===== src/pkg/amd_defs.svh =====
// Purpose: Named constants for the addressing and move decoder
// Assumes: One core clock; memory and special registers answer one cycle after a strobe
// Notes: Opcode values, state counts and register indexes live here only
// Notes on behaviour
// - Page address is page register then offset
// - Page decrement writes byte minus one back
// - Table loads C from PC+3+A, B next
// - Immediate operand is byte after opcode
// - Word operand fetched low byte then high
// - Direct address is instruction word, no register
// - Skip costs 4 per opcode, 3 per data
// - Accumulator to short register, 4 states
// - Wide codes pick upper or lower half
// - Short register to accumulator, 4 states
// - Moves clear skip and both string flags
// - Special write accepts listed codes, 10 states
// - Special read accepts listed codes, 10 states
// - Direct load, address bytes low high, 17
// - Direct store, same coding, 17 states
`ifndef AMD_DEFS_SVH
`define AMD_DEFS_SVH
// Opcode fields
`define AMD_OP_MOVRA 5'h03
`define AMD_OP_MOVAR 5'h01
`define AMD_OP_PAGE_DECREMENT_OP 8'h30
`define AMD_OP_ADI 8'h46
`define AMD_OP_LXI 4'h4
`define AMD_OP_SRR 8'h4C
`define AMD_OP_SRW 8'h4D
`define AMD_OP_PFX 8'h70
`define AMD_OP_TBL 8'h48
`define AMD_SUB_TBL 8'hA0
`define AMD_SUB_LDM 5'h0D
`define AMD_SUB_STM 5'h0F
`define AMD_SR_TAG 2'h3
// Executed state counts
`define AMD_ST_MOV1 8'h04
`define AMD_ST_SR 8'h0A
`define AMD_ST_DIR 8'h11
`define AMD_ST_PAGE_DECREMENT_OP 8'h0A
`define AMD_ST_ADI 8'h07
`define AMD_ST_LXI 8'h0A
`define AMD_ST_TBL 8'h11
// Idle states per skipped byte
`define AMD_SKIP_OP 8'h04
`define AMD_SKIP_IMM 8'h03
// Register file indexes
`define AMD_R_V 3'h0
`define AMD_R_A 3'h1
`define AMD_R_B 3'h2
`define AMD_R_C 3'h3
`define AMD_R_D 3'h4
`define AMD_R_E 3'h5
`define AMD_R_H 3'h6
`define AMD_R_L 3'h7
// Short register codes for the wide accumulator halves
`define AMD_S_WHI 3'h0
`define AMD_S_WLO 3'h1
// Pair codes of the word load
`define AMD_P_BC 3'h1
`define AMD_P_DE 3'h2
`define AMD_P_HL 3'h3
`define AMD_P_WA 3'h4
// Address arithmetic
`define AMD_TBL_OFS 16'h0003
`define AMD_STEP 8'h01
`endif


===== src/pkg/amd_pkg.sv =====
// Purpose: Types shared by the addressing and move decoder
// Assumes: Constants come from amd_defs.svh
// Notes: State codes are one-hot
package amd_pkg;
	// Sequencer states
	typedef enum logic [7:0] {
		ST_IDLE = 8'h01,
		ST_FETCH = 8'h02,
		ST_GET = 8'h04,
		ST_EXEC = 8'h08,
		ST_MWAIT = 8'h10,
		ST_LOAD1 = 8'h20,
		ST_LOAD2 = 8'h40,
		ST_HOLD = 8'h80
	} amd_state_t;
	// Instruction classes
	typedef enum logic [3:0] {
		CL_NOP = 4'h0,
		CL_MOVRA = 4'h1,
		CL_MOVAR = 4'h2,
		CL_SRW = 4'h3,
		CL_SRR = 4'h4,
		CL_LDM = 4'h5,
		CL_STM = 4'h6,
		CL_PAGE_DECREMENT_OP = 4'h7,
		CL_ADI = 4'h8,
		CL_LXI = 4'h9,
		CL_TBL = 4'hA
	} amd_cls_t;
endpackage


===== src/amd_decoder.sv =====
// Purpose: Fetch, decode and execute of addressing modes and 8-bit moves
// Assumes: Memory and special registers return data the cycle after a read strobe
// Notes: One instruction at a time; the state count is padded out in HOLD
`timescale 1ns/1ps
`default_nettype none
`include "amd_defs.svh"
module amd_decoder (
	// Clock and reset
	input wire logic i_mclk,
	input wire logic i_rst_n,
	// Pipeline side
	input wire logic i_start,
	input wire logic [15:0] i_pc,
	output logic o_busy,
	output logic o_done,
	output logic [15:0] o_pc_next,
	// Flag sets from the execute stage
	input wire logic i_skip_set,
	input wire logic i_str_acc_set,
	input wire logic i_str_low_set,
	output logic o_skip_flag,
	output logic o_str_acc,
	output logic o_str_low,
	// Memory bus
	output logic [15:0] o_mem_addr,
	output logic o_mem_rd,
	output logic o_mem_wr,
	output logic [7:0] o_mem_wdata,
	input wire logic [7:0] i_mem_rdata,
	// Special register port
	output logic o_sreg_wr,
	output logic o_sreg_rd,
	output logic [5:0] o_sreg_sel,
	output logic [7:0] o_sreg_wdata,
	input wire logic [7:0] i_sreg_rdata,
	// Architectural registers
	output logic [7:0][7:0] o_regfile,
	output logic [15:0] o_wide_acc
);
	logic rst_meta; // First reset stage
	logic rst_n; // Released reset
	amd_pkg::amd_state_t state; // Sequencer state
	logic [7:0] cnt; // States since first fetch
	logic [2:0] idx; // Next instruction byte
	logic [2:0] nlen; // Instruction length
	logic [7:0] ibuf [4]; // Instruction bytes
	logic [15:0] pc; // Instruction address
	logic skipping; // Instruction is skipped
	logic phase; // Second table read pending
	amd_pkg::amd_cls_t cls; // Decoded class
	logic [2:0] cur_len; // Length known at this byte
	logic more; // Another byte to fetch
	logic fetch_go; // Fetch strobe now
	logic [15:0] fetch_addr; // Fetch address
	logic [7:0] total; // States this instruction owes
	logic [2:0] opb; // Opcode bytes for skip cost
	logic needs_read; // Execute waits for data
	logic last; // Final state of instruction

	// Length follows from the first byte alone
	function automatic logic [2:0] len_of(input logic [7:0] b);
		if (b[7:3] == `AMD_OP_MOVRA || b[7:3] == `AMD_OP_MOVAR)
			return 3'h1;
		else if (b == `AMD_OP_PAGE_DECREMENT_OP || b == `AMD_OP_ADI || b == `AMD_OP_TBL)
			return 3'h2;
		else if (b == `AMD_OP_SRW || b == `AMD_OP_SRR)
			return 3'h2;
		else if (!b[7] && b[3:0] == `AMD_OP_LXI)
			return 3'h3;
		else if (b == `AMD_OP_PFX)
			return 3'h4;
		else
			return 3'h1;
	endfunction

	// Class from opcode and second byte
	function automatic amd_pkg::amd_cls_t cls_of(input logic [7:0] b0, input logic [7:0] b1);
		if (b0[7:3] == `AMD_OP_MOVRA)
			return amd_pkg::CL_MOVRA;
		else if (b0[7:3] == `AMD_OP_MOVAR)
			return amd_pkg::CL_MOVAR;
		else if (b0 == `AMD_OP_PAGE_DECREMENT_OP)
			return amd_pkg::CL_PAGE_DECREMENT_OP;
		else if (b0 == `AMD_OP_ADI)
			return amd_pkg::CL_ADI;
		else if (!b0[7] && b0[3:0] == `AMD_OP_LXI)
			return amd_pkg::CL_LXI;
		else if (b0 == `AMD_OP_TBL && b1 == `AMD_SUB_TBL)
			return amd_pkg::CL_TBL;
		else if (b0 == `AMD_OP_SRW && b1[7:6] == `AMD_SR_TAG)
			return amd_pkg::CL_SRW;
		else if (b0 == `AMD_OP_SRR && b1[7:6] == `AMD_SR_TAG)
			return amd_pkg::CL_SRR;
		else if (b0 == `AMD_OP_PFX && b1[7:3] == `AMD_SUB_LDM)
			return amd_pkg::CL_LDM;
		else if (b0 == `AMD_OP_PFX && b1[7:3] == `AMD_SUB_STM)
			return amd_pkg::CL_STM;
		else
			return amd_pkg::CL_NOP;
	endfunction

	// Writable special register codes
	function automatic logic sr_wr_ok(input logic [5:0] c);
		return (c <= 6'h03) || (c >= 6'h05 && c <= 6'h0D) || (c >= 6'h10 && c <= 6'h14)
			|| c == 6'h17 || c == 6'h18 || c == 6'h1A || c == 6'h1B || c == 6'h28;
	endfunction

	// Readable special register codes
	function automatic logic sr_rd_ok(input logic [5:0] c);
		return (c <= 6'h03) || (c >= 6'h05 && c <= 6'h09) || c == 6'h0B || c == 6'h0D
			|| c == 6'h19 || (c >= 6'h20 && c <= 6'h23);
	endfunction

	// Reset release through two stages
	always_ff @(posedge i_mclk or negedge i_rst_n) begin
		if (!i_rst_n) begin
			rst_meta <= 1'b0;
			rst_n <= 1'b0;
		end else begin
			rst_meta <= 1'b1;
			rst_n <= rst_meta;
		end
	end

	// Decode helpers and state budget
	always_comb begin
		cls = cls_of(ibuf[0], ibuf[1]);
		cur_len = (idx == 3'h0) ? len_of(i_mem_rdata) : nlen;
		more = (3'(idx + 3'h1) < cur_len);
		fetch_go = (state == amd_pkg::ST_IDLE && i_start) || (state == amd_pkg::ST_GET && more);
		fetch_addr = (state == amd_pkg::ST_IDLE) ? i_pc : 16'(pc + {13'h0000, idx} + 16'h0001);
		// Prefixed forms spend two opcode bytes
		opb = (cls == amd_pkg::CL_LDM || cls == amd_pkg::CL_STM || cls == amd_pkg::CL_TBL)
			? 3'h2 : 3'h1;
		case (cls)
			amd_pkg::CL_MOVRA, amd_pkg::CL_MOVAR: total = `AMD_ST_MOV1;
			amd_pkg::CL_SRW, amd_pkg::CL_SRR: total = `AMD_ST_SR;
			amd_pkg::CL_LDM, amd_pkg::CL_STM: total = `AMD_ST_DIR;
			amd_pkg::CL_PAGE_DECREMENT_OP: total = `AMD_ST_PAGE_DECREMENT_OP;
			amd_pkg::CL_ADI: total = `AMD_ST_ADI;
			amd_pkg::CL_LXI: total = `AMD_ST_LXI;
			amd_pkg::CL_TBL: total = `AMD_ST_TBL;
			default: total = `AMD_ST_MOV1;
		endcase
		// Skipped cost replaces the executed one
		if (skipping)
			total = 8'(`AMD_SKIP_OP * {5'h00, opb} + `AMD_SKIP_IMM * {5'h00, 3'(nlen - opb)});
		case (cls)
			amd_pkg::CL_LDM, amd_pkg::CL_PAGE_DECREMENT_OP, amd_pkg::CL_TBL: needs_read = !skipping;
			amd_pkg::CL_SRR: needs_read = !skipping && sr_rd_ok(ibuf[1][5:0]);
			default: needs_read = 1'b0;
		endcase
		// Unknown multi-byte opcodes reach HOLD past their budget; end them there, not on wrap
		last = (state == amd_pkg::ST_HOLD) && (cnt >= 8'(total - 8'h01));
	end

	// Sequencer: fetch bytes, execute, pad to the state count
	always_ff @(posedge i_mclk or negedge rst_n) begin
		if (!rst_n) begin
			state <= amd_pkg::ST_IDLE;
			cnt <= 8'h00;
			idx <= 3'h0;
			nlen <= 3'h1;
			for (int i = 0; i < 4; i++)
				ibuf[i] <= 8'h00;
			pc <= 16'h0000;
			skipping <= 1'b0;
			phase <= 1'b0;
			o_busy <= 1'b0;
			o_done <= 1'b0;
			o_pc_next <= 16'h0000;
		end else begin
			o_done <= 1'b0;
			cnt <= 8'(cnt + 8'h01);
			case (state)
				amd_pkg::ST_IDLE: begin
					cnt <= 8'h00;
					if (i_start) begin
						pc <= i_pc;
						skipping <= o_skip_flag;
						idx <= 3'h0;
						phase <= 1'b0;
						for (int i = 0; i < 4; i++)
							ibuf[i] <= 8'h00;
						o_busy <= 1'b1;
						state <= amd_pkg::ST_FETCH;
					end
				end
				amd_pkg::ST_FETCH: state <= amd_pkg::ST_GET;
				amd_pkg::ST_GET: begin
					// Bytes land in order, so a word is low then high
					ibuf[idx[1:0]] <= i_mem_rdata;
					nlen <= cur_len;
					idx <= 3'(idx + 3'h1);
					state <= more ? amd_pkg::ST_FETCH : amd_pkg::ST_EXEC;
				end
				amd_pkg::ST_EXEC: begin
					o_pc_next <= 16'(pc + {13'h0000, nlen});
					state <= needs_read ? amd_pkg::ST_MWAIT : amd_pkg::ST_HOLD;
				end
				amd_pkg::ST_MWAIT: state <= phase ? amd_pkg::ST_LOAD2 : amd_pkg::ST_LOAD1;
				amd_pkg::ST_LOAD1: begin
					// Table needs a second byte from the next address
					phase <= (cls == amd_pkg::CL_TBL);
					state <= (cls == amd_pkg::CL_TBL) ? amd_pkg::ST_MWAIT : amd_pkg::ST_HOLD;
				end
				amd_pkg::ST_LOAD2: state <= amd_pkg::ST_HOLD;
				amd_pkg::ST_HOLD: begin
					if (last) begin
						state <= amd_pkg::ST_IDLE;
						o_done <= 1'b1;
						o_busy <= 1'b0;
					end
				end
				default: state <= amd_pkg::ST_IDLE;
			endcase
		end
	end

	// Memory and special register strobes; skipped work issues none
	always_ff @(posedge i_mclk or negedge rst_n) begin
		if (!rst_n) begin
			o_mem_addr <= 16'h0000;
			o_mem_rd <= 1'b0;
			o_mem_wr <= 1'b0;
			o_mem_wdata <= 8'h00;
			o_sreg_wr <= 1'b0;
			o_sreg_rd <= 1'b0;
			o_sreg_sel <= 6'h00;
			o_sreg_wdata <= 8'h00;
		end else begin
			o_mem_rd <= 1'b0;
			o_mem_wr <= 1'b0;
			o_sreg_wr <= 1'b0;
			o_sreg_rd <= 1'b0;
			if (fetch_go) begin
				o_mem_rd <= 1'b1;
				o_mem_addr <= fetch_addr;
			end else if (state == amd_pkg::ST_EXEC && !skipping) begin
				case (cls)
					amd_pkg::CL_PAGE_DECREMENT_OP: begin
						o_mem_rd <= 1'b1;
						o_mem_addr <= {o_regfile[`AMD_R_V], ibuf[1]};
					end
					amd_pkg::CL_TBL: begin
						// Plain 16-bit add, carry out dropped
						o_mem_rd <= 1'b1;
						o_mem_addr <= 16'(pc + `AMD_TBL_OFS + {8'h00, o_regfile[`AMD_R_A]});
					end
					amd_pkg::CL_LDM: begin
						o_mem_rd <= 1'b1;
						o_mem_addr <= {ibuf[3], ibuf[2]};
					end
					amd_pkg::CL_STM: begin
						o_mem_wr <= 1'b1;
						o_mem_addr <= {ibuf[3], ibuf[2]};
						o_mem_wdata <= o_regfile[ibuf[1][2:0]];
					end
					amd_pkg::CL_SRW: begin
						o_sreg_wr <= sr_wr_ok(ibuf[1][5:0]);
						o_sreg_sel <= ibuf[1][5:0];
						o_sreg_wdata <= o_regfile[`AMD_R_A];
					end
					amd_pkg::CL_SRR: begin
						o_sreg_rd <= sr_rd_ok(ibuf[1][5:0]);
						o_sreg_sel <= ibuf[1][5:0];
					end
					default: o_mem_rd <= 1'b0;
				endcase
			end else if (state == amd_pkg::ST_LOAD1) begin
				if (cls == amd_pkg::CL_PAGE_DECREMENT_OP) begin
					o_mem_wr <= 1'b1;
					o_mem_wdata <= 8'(i_mem_rdata - `AMD_STEP);
				end else if (cls == amd_pkg::CL_TBL) begin
					o_mem_rd <= 1'b1;
					o_mem_addr <= 16'(o_mem_addr + 16'h0001);
				end
			end
		end
	end

	// Architectural register updates
	always_ff @(posedge i_mclk or negedge rst_n) begin
		if (!rst_n) begin
			o_regfile <= '0;
			o_wide_acc <= 16'h0000;
		end else if (state == amd_pkg::ST_EXEC && !skipping) begin
			case (cls)
				amd_pkg::CL_MOVRA: begin
					if (ibuf[0][2:0] == `AMD_S_WHI)
						o_wide_acc[15:8] <= o_regfile[`AMD_R_A];
					else if (ibuf[0][2:0] == `AMD_S_WLO)
						o_wide_acc[7:0] <= o_regfile[`AMD_R_A];
					else
						o_regfile[ibuf[0][2:0]] <= o_regfile[`AMD_R_A];
				end
				amd_pkg::CL_MOVAR: begin
					if (ibuf[0][2:0] == `AMD_S_WHI)
						o_regfile[`AMD_R_A] <= o_wide_acc[15:8];
					else if (ibuf[0][2:0] == `AMD_S_WLO)
						o_regfile[`AMD_R_A] <= o_wide_acc[7:0];
					else
						o_regfile[`AMD_R_A] <= o_regfile[ibuf[0][2:0]];
				end
				amd_pkg::CL_ADI: o_regfile[`AMD_R_A] <= 8'(o_regfile[`AMD_R_A] + ibuf[1]);
				amd_pkg::CL_LXI: begin
					// Pair codes outside the modelled set are ignored
					case (ibuf[0][6:4])
						`AMD_P_BC: {o_regfile[`AMD_R_B], o_regfile[`AMD_R_C]} <= {ibuf[2], ibuf[1]};
						`AMD_P_DE: {o_regfile[`AMD_R_D], o_regfile[`AMD_R_E]} <= {ibuf[2], ibuf[1]};
						`AMD_P_HL: {o_regfile[`AMD_R_H], o_regfile[`AMD_R_L]} <= {ibuf[2], ibuf[1]};
						`AMD_P_WA: o_wide_acc <= {ibuf[2], ibuf[1]};
						default: o_wide_acc <= o_wide_acc;
					endcase
				end
				default: o_wide_acc <= o_wide_acc;
			endcase
		end else if (state == amd_pkg::ST_LOAD1) begin
			if (cls == amd_pkg::CL_SRR)
				o_regfile[`AMD_R_A] <= i_sreg_rdata;
			else if (cls == amd_pkg::CL_LDM)
				o_regfile[ibuf[1][2:0]] <= i_mem_rdata;
			else if (cls == amd_pkg::CL_TBL)
				o_regfile[`AMD_R_C] <= i_mem_rdata;
		end else if (state == amd_pkg::ST_LOAD2) begin
			o_regfile[`AMD_R_B] <= i_mem_rdata;
		end
	end

	// Flags: a set in the closing cycle beats the clear
	always_ff @(posedge i_mclk or negedge rst_n) begin
		if (!rst_n) begin
			o_skip_flag <= 1'b0;
			o_str_acc <= 1'b0;
			o_str_low <= 1'b0;
		end else begin
			o_skip_flag <= i_skip_set || (o_skip_flag && !last);
			o_str_acc <= i_str_acc_set || (o_str_acc && !last);
			o_str_low <= i_str_low_set || (o_str_low && !last);
		end
	end

	logic exec_live; // Executed instruction in EXEC
	assign exec_live = state == amd_pkg::ST_EXEC && !skipping;
endmodule
`default_nettype wire


===== config.mk =====
export PLATFORM = sky130hd
export DESIGN_NAME = amd_decoder
export DESIGN_NICKNAME = d
export VERILOG_FILES = /design/src/pkg/amd_pkg.sv /design/src/amd_decoder.sv
export VERILOG_INCLUDE_DIRS = /design/src /design/src/pkg
export SDC_FILE = /design/constraint.sdc
export NUM_CORES = 1
export LEC_CHECK = 0
export CAP_MARGIN = 40
export CORE_AREA = 2 2 183 185
export CTS_CLUSTER_DIAMETER = 30
export DETAILED_ROUTE_END_ITERATION = 8
export DIE_AREA = 0 0 185 187
export DONT_BUFFER_PORTS = 1
export HOLD_SLACK_MARGIN = 0.06
export PLACE_DENSITY = 0.62
export SKIP_CTS_REPAIR_TIMING = 1
export SKIP_LAST_GASP = 1
export SLEW_MARGIN = 40
export SYNTH_ARGS = -nofsm -noshare
export SYNTH_HDL_FRONTEND = slang
export SYNTH_SLANG_ARGS = --single-unit

===== constraint.sdc =====
create_clock -name i_mclk -period 6.57 [get_ports i_mclk]
set_input_delay 0.3285 -clock i_mclk [delete_from_list [all_inputs] [get_ports i_mclk]]
set_output_delay 0.3285 -clock i_mclk [all_outputs]
set_load 0.02 [all_outputs]

== Word level (Yosys, flattened, before mapping) ==
Memory sizes are Yosys's and may differ from the RTL's.
Cells that the tools add are included.

* Add/sub/neg operators: 13
* $mul: 1
* Div/mod/pow operators: 0
* Order comparisons: 16
* Equal/unequal tests: 74
* Shifts and indexed selects: 0
* Mux-type cells: 106
* Bitwise operators: 2
* Reduce and logical (&&, ||, !) cells: 83

{| class="wikitable"
|+ Operator list
! cell !! number
|-
| $mux 8 || 27
|-
| $mux 64 || 3
|-
| $mux 16 || 11
|-
| $bwmux 64 || 2
|-
| $pmux 48 s2 || 1
|-
| $eq 8x7->1 const B || 11
|-
| $mux 32 || 2
|-
| $pmux 32 s2 || 1
|-
| $pmux 8 s8 || 1
|-
| $bmux 8 s3 || 2
|-
| $demux 8 s3 || 2
|-
| $mux 48 || 1
|-
| $pmux 16 s3 || 1
|-
| $mux 40 || 1
|-
| $mux 3 || 11
|-
| $add 16x1->16 const B || 2
|-
| $add 16x3->16 || 2
|-
| $bwmux 32 || 1
|-
| $pmux 16 s2 || 1
|-
| $eq 6x5->1 const B || 5
|-
| $mux 4 || 7
|-
| $reduce_and 7->1 || 4
|-
| $eq 4x3->1 const B || 6
|-
| $eq 8x6->1 const B || 3
|-
| 70 further kinds || 187
|}

* Register bits: 217
* Latch bits: 0
* RAM bits: 0
* ROM bits: 80
* Input bits: 38
* Output and inout port bits: 143
* Memories: 1

{| class="wikitable"
|+ Memory list
! name !! depth !! width !! rd ports !! clocked after Yosys merged registers in !! wr ports !! RTL line !! RTL
|-
| (no name shown) || 16 || 5 || 1 || 0 || 0 || amd_decoder.sv:135 || <nowiki>case (cls)</nowiki>
|}

== Longest topological paths before layout ==
* Depth after elaboration: 26
* Gate-level depth with buffers: 33

== Least setup slack after synthesis ==
OpenSTA, ideal clock, no wires.

* Kind: register to register
* Start point: reg ibuf[24] (netlist bit)
* End point: reg o_skip_flag
* Arrival time: 6.043 ns
* Required time: 6.452 ns
* Slack: 0.409 ns
* Cell stages (with the launch flop): 29
* Path buffers: 2
* Period minus slack after synthesis: 6.161 ns
* Path through: dfrtp_1 -> buf_6 -> nor3_1 -> and3_1 -> nand2_1 -> and3_1 -> inv_1 -> ha_1 -> inv_1 -> a211oi_1 -> a21oi_2 -> nand2b_1 -> clkinv_1 -> buf_2 -> fa_1 -> xnor2_1 -> inv_1 -> fa_1 -> ha_1 -> a221oi_1 -> nand3_1 -> nor2_1 -> xnor2_1 -> ha_1 -> o21a_1 -> a21oi_1 -> o21ai_0 -> nand4b_1 -> a21o_1

* Cells in the longest elaborated chain, start to end: 26

{| class="wikitable"
|+ Ends and longest elaborated chain
! item !! RTL line !! RTL
|-
| from (decl) || amd_decoder.sv:46 || <nowiki>logic [7:0] ibuf [4];</nowiki>
|-
| from (signal, indexed assignment) || amd_decoder.sv:192 || <nowiki>ibuf[idx[1:0]] <= i_mem_rdata;</nowiki>
|-
| $eq 8x7->1 (no line) || -- ||
|-
| $logic_and 1x1->1 (no line) || -- ||
|-
| $mux 3 || amd_decoder.sv:96 || <nowiki>else if (b0 == `AMD_OP_PFX && b1[7:3] == `AMD_SUB_STM)</nowiki>
|-
| $mux 3 || amd_decoder.sv:94 || <nowiki>else if (b0 == `AMD_OP_PFX && b1[7:3] == `AMD_SUB_LDM)</nowiki>
|-
| $mux 3 || amd_decoder.sv:92 || <nowiki>else if (b0 == `AMD_OP_SRR && b1[7:6] == `AMD_SR_TAG)</nowiki>
|-
| $mux 3 || amd_decoder.sv:90 || <nowiki>else if (b0 == `AMD_OP_SRW && b1[7:6] == `AMD_SR_TAG)</nowiki>
|-
| $mux 4 || amd_decoder.sv:88 || <nowiki>else if (b0 == `AMD_OP_TBL && b1 == `AMD_SUB_TBL)</nowiki>
|-
| $mux 4 || amd_decoder.sv:86 || <nowiki>else if (!b0[7] && b0[3:0] == `AMD_OP_LXI)</nowiki>
|-
| (+10 left out) || -- ||
|-
| $add 4x5->6 (no line) || -- ||
|-
| $mux 8 * || amd_decoder.sv:146 || <nowiki>if (skipping)</nowiki>
|-
| $sub 8x1->8 * || amd_decoder.sv:154 || <nowiki>last = (state == amd_pkg::ST_HOLD) && (cnt >= 8'(total - 8'h01));</nowiki>
|-
| $ge 8x8->1 * || amd_decoder.sv:154 ||
|-
| $logic_and 1x1->1 * || amd_decoder.sv:154 ||
|-
| $logic_not 1->1 * || amd_decoder.sv:337 || <nowiki>o_skip_flag <= i_skip_set || (o_skip_flag && !last);</nowiki>
|-
| $logic_and 1x1->1 * || amd_decoder.sv:337 ||
|-
| $logic_or 1x1->1 * || amd_decoder.sv:337 ||
|-
| to (signal assigned) || amd_decoder.sv:337 ||
|-
| to (decl) || amd_decoder.sv:21 || <nowiki>output logic o_skip_flag,</nowiki>
|}

Mark *: on every way between the ends. The rest lies on a longest branch, timed or not.
A chain may end at the register's enable or synchronous reset.

== Final worst setup path ==
* Start point: reg ibuf[28] (netlist bit)
* End point: reg o_str_acc

* Cells in the longest elaborated chain, start to end: 26

{| class="wikitable"
|+ Ends and longest elaborated chain
! item !! RTL line !! RTL
|-
| $eq 8x7->1 (no line) || -- ||
|-
| $logic_and 1x1->1 (no line) || -- ||
|-
| $mux 3 || amd_decoder.sv:96 ||
|-
| $mux 3 || amd_decoder.sv:94 ||
|-
| $mux 3 || amd_decoder.sv:92 ||
|-
| $mux 3 || amd_decoder.sv:90 ||
|-
| $mux 4 || amd_decoder.sv:88 ||
|-
| $mux 4 || amd_decoder.sv:86 ||
|-
| (+10 left out) || -- ||
|-
| $add 4x5->6 (no line) || -- ||
|-
| $mux 8 * || amd_decoder.sv:146 ||
|-
| $sub 8x1->8 * || amd_decoder.sv:154 ||
|-
| $ge 8x8->1 * || amd_decoder.sv:154 ||
|-
| $logic_and 1x1->1 * || amd_decoder.sv:154 ||
|-
| $logic_not 1->1 * || amd_decoder.sv:338 || <nowiki>o_str_acc <= i_str_acc_set || (o_str_acc && !last);</nowiki>
|-
| $logic_and 1x1->1 * || amd_decoder.sv:338 ||
|-
| $logic_or 1x1->1 * || amd_decoder.sv:338 ||
|-
| to (signal assigned) || amd_decoder.sv:338 ||
|-
| to (decl) || amd_decoder.sv:22 || <nowiki>output logic o_str_acc,</nowiki>
|}

Marked as above.

==> reports/metrics.csv <==
stage,metric,value,unit
outcome,status,"complete, no violations",
synth,synth_area_per_cell,9.11,sq um
timing,slew-limit-headroom,33.6,%
critical_path,cp.required,7.06,ns
place,hpwl,38500,microns
critical_path,worst-setup-path-type,flip-flop to flip-flop,
floorplan,die_y,187,microns
floorplan,ios,181,
synth,async_flop_share,100,%
timing,min_period,6.13,ns
detailed_routing,vias_per_cell,6.32,
timing,rsz0062_at_grt,false,
detailed_routing,wl_per_cell,26.7,microns
global_routing,grt_max_degree,137,
synth,synth_xor_area_share,4.47,%
timing,finClkSkew,0.0242,ns
timing,timing.fmax,163,MHz
global_routing,grt_pass1_vias,12900,
synth,synth-simple-area-share,17.2,%
finish,stdcell_area,0.0173,sq mm
detailed_routing,num_vias,13300,
finish,final_cells,2110,
timing,tightest_slew,0.993,ns
critical_path,endpoint_kind,flip-flop,
floorplan,dieArea,0.0346,sq mm
floorplan,fp.coreArea,0.0329,sq mm
global_routing,antenna_found_initial,6,
place,place.gp.congestion,1.02,
synth,synth_ff_type,dfrtp_1,
floorplan,num_rows,67,
clock_network,numClockSinks,217,
detailed_routing,dr.pass1.iters,6,
clock_network,cts_inserted_buffers,57,
power,finalPower,0.00688,W
timing,finalSetupViolCount,0,
floorplan,start_util,44.1,%
clock_network,ctsRootBufferMaster,clkbuf_16,
place,numPortBuffers,0,
timing,fin_crit_sh,93.3,%
power,p_leak,7.46,nW
min_path,hp-class,primary input to flip-flop,
power,power_density,397,mW/mm^2
synth,seq_area_frac_synth,37.5,%
place,place_inst,1969,
clock_network,clk_pin_slew,0.05,ns
synth,synth_edf_count,0,
clock_network,ctsHtreeMaxLevel,2,
critical_path,cp.arrival,6.62,ns
synth,syn_nets,1693,
finish,drive_above_1_share,17.8,%
synth,ys_top_cells_by_area,"dfrtp_1 37%, mux2_2 5.7%, ha_1 5.0%",
synth,syn_area,0.0145,sq mm
global_routing,grtUsageTotal,31.7,%
synth,synth-seq-cells,217,
finish,nFillCells,3006,
synth,synth_top_family_by_area,compound AO/OA/AOI/OAI gates,
floorplan,die_x,185,microns
critical_path,crit_fanout,9,
detailed_routing,wirelength,56300,microns
finish,syn2layout_area_growth,19.6,%
synth,synth_top_area_share,37.1,%
timing,drv_slew,0,
detailed_routing,drtIter0Drc,1525,
global_routing,grt-ovfl-total,0,
synth,synth_cells,1591,
detailed_routing,drc,0,
clock_network,clkLatencyLatePin,0.61,ns
clock_network,cts_tree,built,
critical_path,critPathLaunchType,flip-flop,
timing,final.setup.tns,0,ns
job,cap_violations,0,
place,placed_area,0.0150,sq mm
finish,mostFrequentLayoutCell,dfrtp_1,
synth,yosys_warnings,0,
synth,synthDistinctLibCells,92,
synth,synthAdderAreaFrac,5.90,%
finish,final_cell_mix,"210 x dfrtp_1, 184 x nand2_1, 129 x o21ai_0",
synth,synth-compound-area-share,19.5,%
detailed_routing,detail-route-antenna-nets,0,
synth,synthMuxAreaShare,11.0,%
clock_network,cts_max_path_buffers,3,
timing,timing.hold.ws,0.0325,ns
timing,finalHoldViolations,0,
global_routing,grt_pass1_wl,82100,microns
finish,nets,1715,
power,ir_drop,0.000317,V
synth,synth_area_leader_cell,dfrtp_1,
==> metal layers <==
metal / track usage, % / vias up / wire [microns]
met3: 10.1 / 183 / 6410
li1: - / 5869 / -
met1: 41.9 / 6459 / 22600
met4: 15.5 / 6 / 3130
met5: 0 / - / 40
met2: 46.7 / 813 / 24100
==> cells by family (layout without fill, tap and decap cells) <==
| kind of cell | Yosys count | count (layout) |
|---|---|---|
| buffers and inverters | 160 | 228 |
| adder cells (fa/ha/maj) | 65 | 65 |
| multiplexers | 121 | 121 |
| AO/OA/AOI/OAI | 439 | 439 |
| flip-flops | 217 | 217 |
| AND/OR/NAND/NOR | 514 | 514 |
| XOR/XNOR | 74 | 74 |
| other | 1 | 4 |
==> final cells by class <==
class	instances	area [sq um]	area share (%)
Antenna cell	3	7.51	0.0433
Clock buffer	69	1530	8.84
Clock inverter	36	423	2.44
Inverter	49	184	1.06
Multi-Input combinational cell	1214	8520	49.1
Sequential cell	217	5440	31.4
Tap cell	448	561	3.23
Timing Repair Buffer	74	673	3.88
==> path summary, 6_finish.rpt <==
path	startpoint	endpoint	slack, ns	depth (start not counted)
worst min register to register	rst_n	o_regfile[47]	0.23	0
max in group asynchronous	rst_n	nlen[0]	5.17	2
worst max-delay path	ibuf[28]	o_str_acc	0.44	26
worst max register to register	ibuf[28]	o_str_acc	0.44	26
min in group asynchronous	rst_n	o_regfile[47]	0.23	0
worst min-delay path	i_mem_rdata[0]	o_regfile[48]	0.03	3
==> cells in the mapped netlist, types with 7 or more instances <==
master and count:
dfrtp_1 215, nand2_1 185, o21ai_0 132, a21oi_1 114, nor2_1 105, clkbuf_1 84
mux2_2 74, nand3_1 74, ha_1 58, inv_1 47, xor2_1 38, xnor2_1 36
a22o_1 34, nor3_1 30, and3_1 28, mux2i_1 24, mux4_2 23, a211oi_1 18
o22ai_1 17, and2_1 15, a22oi_1 13, a31oi_1 13, buf_1 13, a21o_1 12
a221oi_1 11, buf_2 9, nand2b_1 9, nand4_1 8, nor2b_1 8, a221o_1 7
o211ai_1 7
==> state kept, by name, indices dropped and copies added, names as in the netlist, 3 cells and up <==
signal	count
nlen	3
o_regfile	64
o_wide_acc	16
o_sreg_sel	6
o_mem_addr	16
o_sreg_wdata	8
state	8
cnt	8
ibuf	32
idx	3
pc	16
o_pc_next	16
o_mem_wdata	8
==> per-stage QoR <==
stage / utilization (%) / setup slack, ns
final: 52.8 / 0.440
after CTS: 51.5 / 0.00625
after detailed placement: 45.5 / 0.00316
after global placement: 45.5 / 0.124
after floorplan: - / 0.0786
after global routing: 52.7 / 0.0302
==> worst max-delay path, stage by stage, from the launching register on <==
cell and delay, ns:
dfrtp_2 0.48, and4bb_2 0.29, and2_1 0.17, a32oi_2 0.21
and3_4 0.24, inv_1 0.06, ha_1 0.23, and3_1 0.19
a21o_1 0.21, or3_1 0.38, fa_1 0.43, xnor2_2 0.24
inv_1 0.12, fa_1 0.47, ha_1 0.23, ha_1 0.26
nand2b_1 0.14, o31ai_1 0.15, nand3_1 0.18, nor2_2 0.16
xnor2_1 0.08, ha_1 0.28, o21a_1 0.11, a21oi_1 0.06
o21ai_1 0.18, nand4b_1 0.24, a21o_1 0.24
==> where the power goes <==
| part | switching (W) | total, W | internal (W) |
|---|---|---|---|
| sequential | 0.000433 | 0.00196 | 0.00153 |
| clock | 0.000948 | 0.00283 | 0.00188 |
| combinational | 0.00127 | 0.00209 | 0.000817 |
Note: power is estimated with default switching activity, not from simulation.
